**config.mk**
```make
export PLATFORM = sky130hd
export DESIGN_NAME = rpa_top
export DESIGN_NICKNAME = d
export VERILOG_FILES = /design/src/hdl/rpa_pkg.sv /design/src/hdl/rpa_rms_det.sv /design/src/hdl/rpa_top.sv
export SDC_FILE = /design/constraint.sdc
export NUM_CORES = 2
export LEC_CHECK = 0
export BUFFER_PORTS_ARGS = -buffer_cell sky130_fd_sc_hd__buf_2
export CORE_ASPECT_RATIO = 0.75
export CORE_MARGIN = 2
export CORE_UTILIZATION = 44
export CTS_CLUSTER_SIZE = 24
export DETAILED_ROUTE_END_ITERATION = 8
export PLACE_DENSITY = 0.63
export SYNTH_ARGS = -nofsm -noshare
export SYNTH_HDL_FRONTEND = slang
export SYNTH_SLANG_ARGS = --single-unit
```
**constraint.sdc**
```tcl
create_clock -name clk -period 13.9 [get_ports clk]
set_input_delay 1.39 -clock clk [delete_from_list [all_inputs] [get_ports clk]]
set_output_delay 1.39 -clock clk [all_outputs]
set_load 0.01 [all_outputs]
```
**src/hdl/rpa_pkg.sv**
```systemverilog
package rpa_pkg;

   ////////////////////////////////////////////////////////////////////////
   // register indices; the byte address is four times the index
   localparam logic [9:0] IDX_DET_EN    = 10'h020;
   localparam logic [9:0] IDX_BLK_LEN   = 10'h021;
   localparam logic [9:0] IDX_THR_HI_L  = 10'h022;
   localparam logic [9:0] IDX_THR_HI_H  = 10'h023;
   localparam logic [9:0] IDX_THR_LO_L  = 10'h024;
   localparam logic [9:0] IDX_THR_LO_H  = 10'h025;
   localparam logic [9:0] IDX_FMT       = 10'h027;
   localparam logic [9:0] IDX_AGC_RST   = 10'h02b;
   localparam logic [9:0] IDX_SEL_P4    = 10'h032;
   localparam logic [9:0] IDX_SEL_P1    = 10'h033;
   localparam logic [9:0] IDX_SEL_P3    = 10'h034;
   localparam logic [9:0] IDX_SEL_P2    = 10'h035;
   localparam logic [9:0] IDX_PIN_DIR   = 10'h037;
   localparam logic [9:0] IDX_IRQ_STAT  = 10'h040;
   localparam logic [9:0] IDX_IRQ_MASK  = 10'h041;
   localparam logic [9:0] IDX_FLAGS     = 10'h042;

   ////////////////////////////////////////////////////////////////////////
   // field positions and widths
   localparam int unsigned AGC_RST_BIT  = 4;
   localparam int unsigned EXP_W        = 5;
   localparam int unsigned THR_W        = 16;
   localparam int unsigned DIR_BIT_P1   = 1;
   localparam int unsigned DIR_BIT_P2   = 3;
   localparam int unsigned DIR_BIT_P3   = 2;
   localparam int unsigned DIR_BIT_P4   = 0;
   localparam int unsigned NUM_PINS     = 4;
   localparam int unsigned NUM_EVENTS   = 4;

   ////////////////////////////////////////////////////////////////////////
   // reset values
   localparam logic [7:0]  RST_BYTE     = 8'h00;
   localparam logic [15:0] RST_THR      = 16'h0000;
   localparam logic [4:0]  RST_EXP      = 5'h00;

   ////////////////////////////////////////////////////////////////////////
   // pin source codes
   localparam logic [7:0]  SRC_IIR0_HI  = 8'h01;
   localparam logic [7:0]  SRC_RMS0     = 8'h06;
   localparam logic [7:0]  SRC_PER_CH   = 8'h09;
   localparam logic [7:0]  SRC_LAST     = 8'h11;

   ////////////////////////////////////////////////////////////////////////
   // bus answers
   localparam logic [1:0]  RESP_OKAY    = 2'h0;
   localparam logic [1:0]  RESP_SLVERR  = 2'h2;

   // detector inputs of one channel, one beat per fs/8 cycle
   typedef struct packed {
      logic [15:0] sample;
      logic        valid;
      logic [1:0]  iir0_flag;
      logic [1:0]  iir1_flag;
      logic        iir0_two_bit;
      logic        iir1_two_bit;
      logic        blk_peak_hi;
      logic        blk_peak_lo;
      logic        fast_ovr;
   } rpa_chan_in_type;

endpackage : rpa_pkg

```
**src/hdl/rpa_rms_det.sv**
```systemverilog
`timescale 1ns/100ps
`default_nettype none

module rpa_rms_det #(
   parameter int unsigned MAX_EXP = 16
) (
   // clock and reset
   input  wire logic                     clk,
   input  wire logic                     srst,
   // settings
   input  wire logic                     run,
   input  wire logic                     two_bit,
   input  wire logic [rpa_pkg::EXP_W-1:0] exp_len,
   input  wire logic [rpa_pkg::THR_W-1:0] thr_hi,
   input  wire logic [rpa_pkg::THR_W-1:0] thr_lo,
   // samples
   input  wire logic [15:0]              sample,
   input  wire logic                     valid,
   // results
   output logic      [1:0]               flags,
   output logic                          done,
   output logic                          rise
);
   import rpa_pkg::*;

   logic [16:0]       cnt_reg;
   logic [32:0]       acc_reg;
   logic              hyst_reg;
   logic              above_reg;
   logic [EXP_W-1:0]  exp_c;
   logic [16:0]       last;
   logic signed [31:0] sq;
   logic [15:0]       pwr;
   logic [32:0]       acc_sum;
   logic [15:0]       avg;
   logic              block_end;

   ////////////////////////////////////////////////////////////////////////
   // power as an unsigned fraction, full scale saturates to all ones
   assign exp_c   = (exp_len > EXP_W'(MAX_EXP)) ? EXP_W'(MAX_EXP) : exp_len;
   assign last    = (17'h1 << exp_c) - 17'h1;
   assign sq      = signed'(sample) * signed'(sample);
   assign pwr     = sq[30] ? 16'hffff : sq[29:14];
   assign acc_sum = acc_reg + {17'h0, pwr};
   assign avg     = 16'(acc_sum >> exp_c);
   assign block_end = run && valid && (cnt_reg == last);

   always_ff @(posedge clk) begin
      if (srst || !run) begin
         cnt_reg <= 17'h0;
         acc_reg <= 33'h0;
      end else if (valid) begin
         if (block_end) begin
            cnt_reg <= 17'h0;
            acc_reg <= 33'h0;
         end else begin
            cnt_reg <= cnt_reg + 17'h1;
            acc_reg <= acc_sum;
         end
      end
   end

   always_ff @(posedge clk) begin
      if (srst || !run) begin
         hyst_reg  <= 1'b0;
         above_reg <= 1'b0;
         done      <= 1'b0;
         rise      <= 1'b0;
      end else begin
         done <= block_end;
         rise <= block_end && (avg > thr_hi) && !hyst_reg;
         if (block_end) begin
            above_reg <= avg > thr_hi;
            if (avg > thr_hi)
               hyst_reg <= 1'b1;
            else if (avg < thr_lo)
               hyst_reg <= 1'b0;
         end
      end
   end

   // upper bit only exists in two-bit format
   assign flags = {two_bit & above_reg, hyst_reg};
endmodule : rpa_rms_det

`default_nettype wire

```
**src/hdl/rpa_top.sv**
```systemverilog
`timescale 1ns/100ps
`default_nettype none

// Summary of operation
// - average power over 2^M fs/8 beats, M from 5-bit field, 0..16
// - compare each average with 16-bit high and low threshold registers
// - threshold LSB is 1/2^16 of full-scale power, unsigned fraction
// - one flag bit when two-bit enable is 0, flag pair when 1
// - detectors held in reset while gain-loop reset bit is 1
// - per-pin 8-bit source select, codes 0..8 pick channel A flags
// - codes 9..17 pick the same nine sources from channel B
// - upper bit of a flag pair driven only in two-bit format
// - power detector runs only while its enable bit is 1
// - pin driven with its source only when its direction bit is 1
module rpa_top (
   // clock and reset
   input  wire logic                    clk,
   input  wire logic                    srst,
   // axi4-lite write address and data
   input  wire logic [11:0]             s_axi_awaddr,
   input  wire logic                    s_axi_awvalid,
   output logic                         s_axi_awready,
   input  wire logic [31:0]             s_axi_wdata,
   input  wire logic [3:0]              s_axi_wstrb,
   input  wire logic                    s_axi_wvalid,
   output logic                         s_axi_wready,
   // axi4-lite write response
   output logic      [1:0]              s_axi_bresp,
   output logic                         s_axi_bvalid,
   input  wire logic                    s_axi_bready,
   // axi4-lite read
   input  wire logic [11:0]             s_axi_araddr,
   input  wire logic                    s_axi_arvalid,
   output logic                         s_axi_arready,
   output logic      [31:0]             s_axi_rdata,
   output logic      [1:0]              s_axi_rresp,
   output logic                         s_axi_rvalid,
   input  wire logic                    s_axi_rready,
   // detector inputs
   input  wire rpa_pkg::rpa_chan_in_type chan_a,
   input  wire rpa_pkg::rpa_chan_in_type chan_b,
   // alarm pins, index 0 is pin 1
   input  wire logic [3:0]              pin_in,
   output logic      [3:0]              pin_out,
   output logic      [3:0]              pin_oe,
   // interrupt
   output logic                         irq
);
   import rpa_pkg::*;

   logic              det_en_reg;
   logic [EXP_W-1:0]  exp_reg;
   logic [15:0]       thr_hi_reg;
   logic [15:0]       thr_lo_reg;
   logic              two_bit_reg;
   logic              agc_rst_reg;
   logic [7:0]        sel_reg [NUM_PINS];
   logic [3:0]        dir_reg;
   logic [NUM_EVENTS-1:0] stat_reg;
   logic [NUM_EVENTS-1:0] mask_reg;
   logic [NUM_EVENTS-1:0] ev;
   logic [3:0]        pin_dir;
   logic [3:0]        s1_reg, s2_reg, s3_reg, pin_in_reg;
   logic [1:0]        rms_a, rms_b;
   logic              done_a, done_b, rise_a, rise_b;
   logic              run;
   logic [8:0]        src_a, src_b;
   logic              aw_full_reg, w_full_reg, w_en_reg;
   logic [9:0]        aw_idx_reg;
   logic [7:0]        w_byte_reg;
   logic              wr_fire, wr_en;
   logic [31:0]       rd_value;

   ////////////////////////////////////////////////////////////////////////
   // helpers

   function automatic logic reg_known(input logic [9:0] idx);
      unique case (idx)
         IDX_DET_EN, IDX_BLK_LEN, IDX_THR_HI_L, IDX_THR_HI_H,
         IDX_THR_LO_L, IDX_THR_LO_H, IDX_FMT, IDX_AGC_RST,
         IDX_SEL_P4, IDX_SEL_P1, IDX_SEL_P3, IDX_SEL_P2,
         IDX_PIN_DIR, IDX_IRQ_STAT, IDX_IRQ_MASK, IDX_FLAGS:
            return 1'b1;
         default:
            return 1'b0;
      endcase
   endfunction : reg_known

   // nine sources of one channel, indexed by source code
   function automatic logic [8:0] pack_src(input rpa_chan_in_type c,
                                           input logic [1:0] rms);
      return {c.fast_ovr, rms, c.blk_peak_lo, c.blk_peak_hi,
              c.iir1_flag[1] & c.iir1_two_bit, c.iir1_flag[0],
              c.iir0_flag[1] & c.iir0_two_bit,
              c.iir0_flag[0]};
   endfunction : pack_src

   function automatic logic pick(input logic [7:0] code,
                                 input logic [8:0] va,
                                 input logic [8:0] vb);
      logic [7:0] b_code;
      b_code = code - SRC_PER_CH;
      if (code < SRC_PER_CH)
         return va[code[3:0]];
      else if (code <= SRC_LAST)
         return vb[b_code[3:0]];
      else
         return 1'b0;
   endfunction : pick

   ////////////////////////////////////////////////////////////////////////
   // axi4-lite slave, address and data taken in either order

   assign s_axi_awready = !aw_full_reg;
   assign s_axi_wready  = !w_full_reg;
   assign s_axi_arready = !s_axi_rvalid;
   assign wr_fire = aw_full_reg && w_full_reg && !s_axi_bvalid;
   assign wr_en   = wr_fire && w_en_reg && reg_known(aw_idx_reg);

   always_ff @(posedge clk) begin
      if (srst) begin
         aw_full_reg  <= 1'b0;
         w_full_reg   <= 1'b0;
         w_en_reg     <= 1'b0;
         aw_idx_reg   <= 10'h0;
         w_byte_reg   <= RST_BYTE;
         s_axi_bvalid <= 1'b0;
         s_axi_bresp  <= RESP_OKAY;
      end else begin
         if (s_axi_awvalid && !aw_full_reg) begin
            aw_full_reg <= 1'b1;
            aw_idx_reg  <= s_axi_awaddr[11:2];
         end
         if (s_axi_wvalid && !w_full_reg) begin
            w_full_reg <= 1'b1;
            w_byte_reg <= s_axi_wdata[7:0];
            w_en_reg   <= s_axi_wstrb[0];
         end
         if (wr_fire) begin
            aw_full_reg  <= 1'b0;
            w_full_reg   <= 1'b0;
            s_axi_bvalid <= 1'b1;
            s_axi_bresp  <= reg_known(aw_idx_reg) ? RESP_OKAY : RESP_SLVERR;
         end else if (s_axi_bready) begin
            s_axi_bvalid <= 1'b0;
         end
      end
   end

   always_ff @(posedge clk) begin
      if (srst) begin
         s_axi_rvalid <= 1'b0;
         s_axi_rdata  <= 32'h0;
         s_axi_rresp  <= RESP_OKAY;
      end else if (s_axi_arvalid && !s_axi_rvalid) begin
         s_axi_rvalid <= 1'b1;
         s_axi_rdata  <= rd_value;
         s_axi_rresp  <= reg_known(s_axi_araddr[11:2]) ? RESP_OKAY
                                                         : RESP_SLVERR;
      end else if (s_axi_rready) begin
         s_axi_rvalid <= 1'b0;
      end
   end

   // reserved bits read as zero
   always_comb begin
      rd_value = 32'h0;
      unique case (s_axi_araddr[11:2])
         IDX_DET_EN:   rd_value[0]       = det_en_reg;
         IDX_BLK_LEN:  rd_value[4:0]     = exp_reg;
         IDX_THR_HI_L: rd_value[7:0]     = thr_hi_reg[7:0];
         IDX_THR_HI_H: rd_value[7:0]     = thr_hi_reg[15:8];
         IDX_THR_LO_L: rd_value[7:0]     = thr_lo_reg[7:0];
         IDX_THR_LO_H: rd_value[7:0]     = thr_lo_reg[15:8];
         IDX_FMT:      rd_value[0]       = two_bit_reg;
         IDX_AGC_RST:  rd_value[AGC_RST_BIT] = agc_rst_reg;
         IDX_SEL_P1:   rd_value[7:0]     = sel_reg[0];
         IDX_SEL_P2:   rd_value[7:0]     = sel_reg[1];
         IDX_SEL_P3:   rd_value[7:0]     = sel_reg[2];
         IDX_SEL_P4:   rd_value[7:0]     = sel_reg[3];
         IDX_PIN_DIR:  rd_value[3:0]     = dir_reg;
         IDX_IRQ_STAT: rd_value[3:0]     = stat_reg;
         IDX_IRQ_MASK: rd_value[3:0]     = mask_reg;
         IDX_FLAGS:    rd_value[7:0]     = {pin_in_reg, rms_b, rms_a};
         default:      rd_value          = 32'h0;
      endcase
   end

   ////////////////////////////////////////////////////////////////////////
   // configuration; only defined fields are stored

   always_ff @(posedge clk) begin
      if (srst) begin
         det_en_reg  <= 1'b0;
         exp_reg     <= RST_EXP;
         thr_hi_reg  <= RST_THR;
         thr_lo_reg  <= RST_THR;
         two_bit_reg <= 1'b0;
         agc_rst_reg <= 1'b0;
         dir_reg     <= 4'h0;
         mask_reg    <= 4'h0;
         for (int i = 0; i < NUM_PINS; i++)
            sel_reg[i] <= RST_BYTE;
      end else if (wr_en) begin
         unique case (aw_idx_reg)
            IDX_DET_EN:   det_en_reg  <= w_byte_reg[0];
            IDX_BLK_LEN:  exp_reg     <= w_byte_reg[4:0];
            IDX_THR_HI_L: thr_hi_reg[7:0]  <= w_byte_reg;
            IDX_THR_HI_H: thr_hi_reg[15:8] <= w_byte_reg;
            IDX_THR_LO_L: thr_lo_reg[7:0]  <= w_byte_reg;
            IDX_THR_LO_H: thr_lo_reg[15:8] <= w_byte_reg;
            IDX_FMT:      two_bit_reg <= w_byte_reg[0];
            IDX_AGC_RST:  agc_rst_reg <= w_byte_reg[AGC_RST_BIT];
            IDX_SEL_P1:   sel_reg[0]  <= w_byte_reg;
            IDX_SEL_P2:   sel_reg[1]  <= w_byte_reg;
            IDX_SEL_P3:   sel_reg[2]  <= w_byte_reg;
            IDX_SEL_P4:   sel_reg[3]  <= w_byte_reg;
            IDX_PIN_DIR:  dir_reg     <= w_byte_reg[3:0];
            IDX_IRQ_MASK: mask_reg    <= w_byte_reg[3:0];
            default: ;
         endcase
      end
   end

   ////////////////////////////////////////////////////////////////////////
   // detectors, both channels share one setting

   assign run = det_en_reg && !agc_rst_reg;

   rpa_rms_det u_det_a (
      .clk     (clk),
      .srst    (srst),
      .run     (run),
      .two_bit (two_bit_reg),
      .exp_len (exp_reg),
      .thr_hi  (thr_hi_reg),
      .thr_lo  (thr_lo_reg),
      .sample  (chan_a.sample),
      .valid   (chan_a.valid),
      .flags   (rms_a),
      .done    (done_a),
      .rise    (rise_a)
   );

   rpa_rms_det u_det_b (
      .clk     (clk),
      .srst    (srst),
      .run     (run),
      .two_bit (two_bit_reg),
      .exp_len (exp_reg),
      .thr_hi  (thr_hi_reg),
      .thr_lo  (thr_lo_reg),
      .sample  (chan_b.sample),
      .valid   (chan_b.valid),
      .flags   (rms_b),
      .done    (done_b),
      .rise    (rise_b)
   );

   ////////////////////////////////////////////////////////////////////////
   // interrupts; a new event beats a clear in the same cycle

   assign ev = {done_b, done_a, rise_b, rise_a};

   always_ff @(posedge clk) begin
      if (srst)
         stat_reg <= 4'h0;
      else if (wr_en && aw_idx_reg == IDX_IRQ_STAT)
         stat_reg <= (stat_reg & ~w_byte_reg[3:0]) | ev;
      else
         stat_reg <= stat_reg | ev;
   end

   assign irq = |(stat_reg & mask_reg);

   ////////////////////////////////////////////////////////////////////////
   // pins; inputs pass three flops, a level counts once s2 and s3 agree

   always_ff @(posedge clk) begin
      if (srst) begin
         s1_reg     <= 4'h0;
         s2_reg     <= 4'h0;
         s3_reg     <= 4'h0;
         pin_in_reg <= 4'h0;
      end else begin
         s1_reg     <= pin_in;
         s2_reg     <= s1_reg;
         s3_reg     <= s2_reg;
         pin_in_reg <= (s2_reg & s3_reg) | (pin_in_reg & (s2_reg | s3_reg));
      end
   end

   assign pin_dir = {dir_reg[DIR_BIT_P4], dir_reg[DIR_BIT_P3],
                     dir_reg[DIR_BIT_P2], dir_reg[DIR_BIT_P1]};
   assign src_a   = pack_src(chan_a, rms_a);
   assign src_b   = pack_src(chan_b, rms_b);
   assign pin_oe  = pin_dir;

   always_ff @(posedge clk) begin
      if (srst)
         pin_out <= 4'h0;
      else
         for (int i = 0; i < NUM_PINS; i++)
            pin_out[i] <= pin_dir[i] && pick(sel_reg[i], src_a, src_b);
   end
endmodule : rpa_top

`default_nettype wire

```
==> results.toml <==
[run_status]
status = "complete, no violations"

[synthesis]
yosys_warnings = 0
ys_types = 106
synth_edf_count = 32
syn_area_um2 = 36370
synth_flop_cell = "dfxtp_1"
netlist_instances = 4365
synthArstFlopShare_pct = 0
ys_seq_elements = 243
syn_area_per_cell_um2 = 8.333
seq_area_frac_synth_pct = 14.26

[timing]
maxSlewViolCount = 0
skew_ns = 0.01711
whs_ns = 0.4398
max-slew-margin-rel_pct = 9.587
timing.final.ws_setup_ns = 1.277
worst_slew_pin_slew_ns = 1.344
fin_crit_ns = 12.62
period_share_pct = 90.81
tns_ns = 0
max_freq_ghz = 0.07922
hold_viol = 0
rsz0062_at_grt = "no"
finalSetupViolCount = 0

[placed_design]
port_buffers = 115
gp_congestion = 0.9533
post-place-ws_ns = 0.7632
dp_hpwl_um = 76520

[finish]
final_layout_size_suffix_gt1_share_pct = 7.031
fin_nets = 5187
fillers = 8114
seq_area_um2 = 5187
mostFrequentLayoutCells = "inv_1 (714), fa_1 (462), nand2_1 (445)"
multiInputGateArea_um2 = 27610
layout_commonest_cell = "inv_1"
syn2layout_area_growth_pct = 6.013
antennaDiodeCount = 0

[floorplan]
dieWidth_um = 336.0
dieArea_um2 = 85000
core.rowCount = 91
pin_count = 173
core_area_um2 = 82090
fp.dieH_um = 253.0
initial_core_util_pct = 44.31

[route]
drt_first_pass_iters = 7
wl_per_cell_um = 17.55
routed_wl_um = 95970
first_iter_violations = 2508
vias = 30184
drtAntennaViolNets = 0
via_per_inst = 5.520
drc = 0

[clocking]
cts_tree = "done"
cts_buffers = 27
cts_root_buf = "clkbuf_16"
cts_htree_levels = 1
clock_latency_ns = 0.58
cts_resized = 0
holdBufCountCts = 0
cts_max_path_buffers = 3
post_cts_buffers = 0
cts_sinks = 243
clk_pin_slew_ns = 0.07

[setup_path]
cp_common_cell = "fa_1"
crit_slowest_cell = "fa_1"
end_kind = "flop"
cpPeakStageDelay_ns = 0.73
startpoint_type = "primary input"
crit_path_max_fanout = 13
crit_family = "adder cells"
criticalPathCategory = "in -> reg"
cp_num_buf_inv = 7
cp.arrival_ns = 13.09
required_ns = 14.36

[global_routing]
antenna_found_initial = 1
grt_pass1_wl_um = 158600
grt_max_degree = 69
grt_overflow = 0
grt_pass1_vias = 29263
grt_usage_pct = 22.91

[min_path]
min-delay-path-class = "reg -> reg"

[run]
max_cap_violations = 0
[worst paths after layout]
check | slack, ns | start | end | cells past startpoint
max | 1.28 | chan_b[25] | u_det_b.hyst_reg | 44
min | 0.44 | s1_reg[3] | s2_reg[3] | 1
max reg2reg | 8.25 | u_det_a.acc_reg[1] | u_det_a.hyst_reg | 18
min reg2reg | 0.44 | s1_reg[3] | s2_reg[3] | 1
[through the flow]
stage | instance area (um2) | cells | utilization (%)
final | 38560 | 5468 | 46.97
after global routing | 38560 | 5468 | 46.97
after floorplan | 36470 | 4390 | -
after global placement | 37680 | 5418 | 45.90
after CTS | 38560 | 5468 | 46.97
after detailed placement | 37680 | 5418 | 45.90
[Yosys cell counts, types with 23 or more instances]
| master | number | area, um2 |
|---|---|---|
| a21oi_1 | 251 | 1256 |
| and2_1 | 120 | 750.7 |
| buf_2 | 31 | 155.2 |
| clkbuf_1 | 148 | 555.5 |
| o211ai_1 | 28 | 210.2 |
| a211oi_1 | 49 | 367.9 |
| buf_4 | 27 | 202.7 |
| inv_1 | 714 | 2680 |
| o22ai_1 | 35 | 219.0 |
| mux2_2 | 26 | 292.8 |
| dfxtp_1 | 211 | 4224 |
| fa_1 | 462 | 9249 |
| a221oi_1 | 29 | 254.0 |
| and3_1 | 23 | 143.9 |
| xnor2_1 | 120 | 1051 |
| o21ai_0 | 108 | 540.5 |
| nand3_1 | 109 | 545.5 |
| nand2_1 | 446 | 1674 |
| buf_1 | 26 | 97.59 |
| nor2b_1 | 51 | 319.1 |
| ha_1 | 271 | 3391 |
| edfxtp_1 | 32 | 960.9 |
| nand4_1 | 42 | 262.8 |
| nand2b_1 | 51 | 319.1 |
| nor3_1 | 74 | 370.4 |
| xor2_1 | 69 | 604.3 |
| mux2i_1 | 74 | 740.7 |
| nor2_1 | 325 | 1220 |
| a21o_1 | 35 | 262.8 |
[area by class of cell]
type | count | share of cell area, %
clock inverter | 17 | 0.3991
clock buffer | 33 | 1.889
inverter | 717 | 6.980
timing repair buffer | 144 | 2.064
sequential | 243 | 13.45
tap | 1116 | 3.621
multi-input combinational | 3198 | 71.59
[routing by layer]
| metal | vias to the layer above | GRT usage (%) | wire length, um |
|---|---|---|---|
| met3 | 127 | 3.592 | 7878 |
| met2 | 1069 | 33.78 | 40560 |
| met4 | 0 | 3.587 | 1458 |
| li1 | 14332 | - | - |
| met5 | - | 0 | 0 |
| met1 | 14656 | 35.55 | 46080 |
[worst reg2reg max path: stages (launching register included)]
cell and delay [ns]:
dfxtp_1 0.33, ha_1 0.29, a21oi_1 0.30, o2111ai_2 0.28, a21oi_1 0.50, o21a_1 0.31, mux2_2 0.36, a211oi_1 0.75
mux2i_1 0.19, a22oi_1 0.31, a221oi_1 0.20, ha_1 0.38, nor2b_1 0.13, o21ai_0 0.23, o21ai_0 0.14, o21ai_0 0.15
or4b_1 0.45, a21oi_1 0.15, o22ai_1 0.08
[cells by family after synthesis]
family / count (synthesis) / synth area share, %
AO/OA/AOI/OAI: 785 / 14.55
XOR/XNOR: 191 / 4.641
adder cells (fa/ha/maj): 733 / 34.75
buffers and inverters: 949 / 10.18
flip-flops: 243 / 14.26
multiplexers: 120 / 4.080
other: 1 / 0.01031
AND/OR/NAND/NOR: 1343 / 17.53
Power is left out: the tool's default activity adds up to more than one toggle a clock period on the data nets, which glitch-free logic cannot reach.
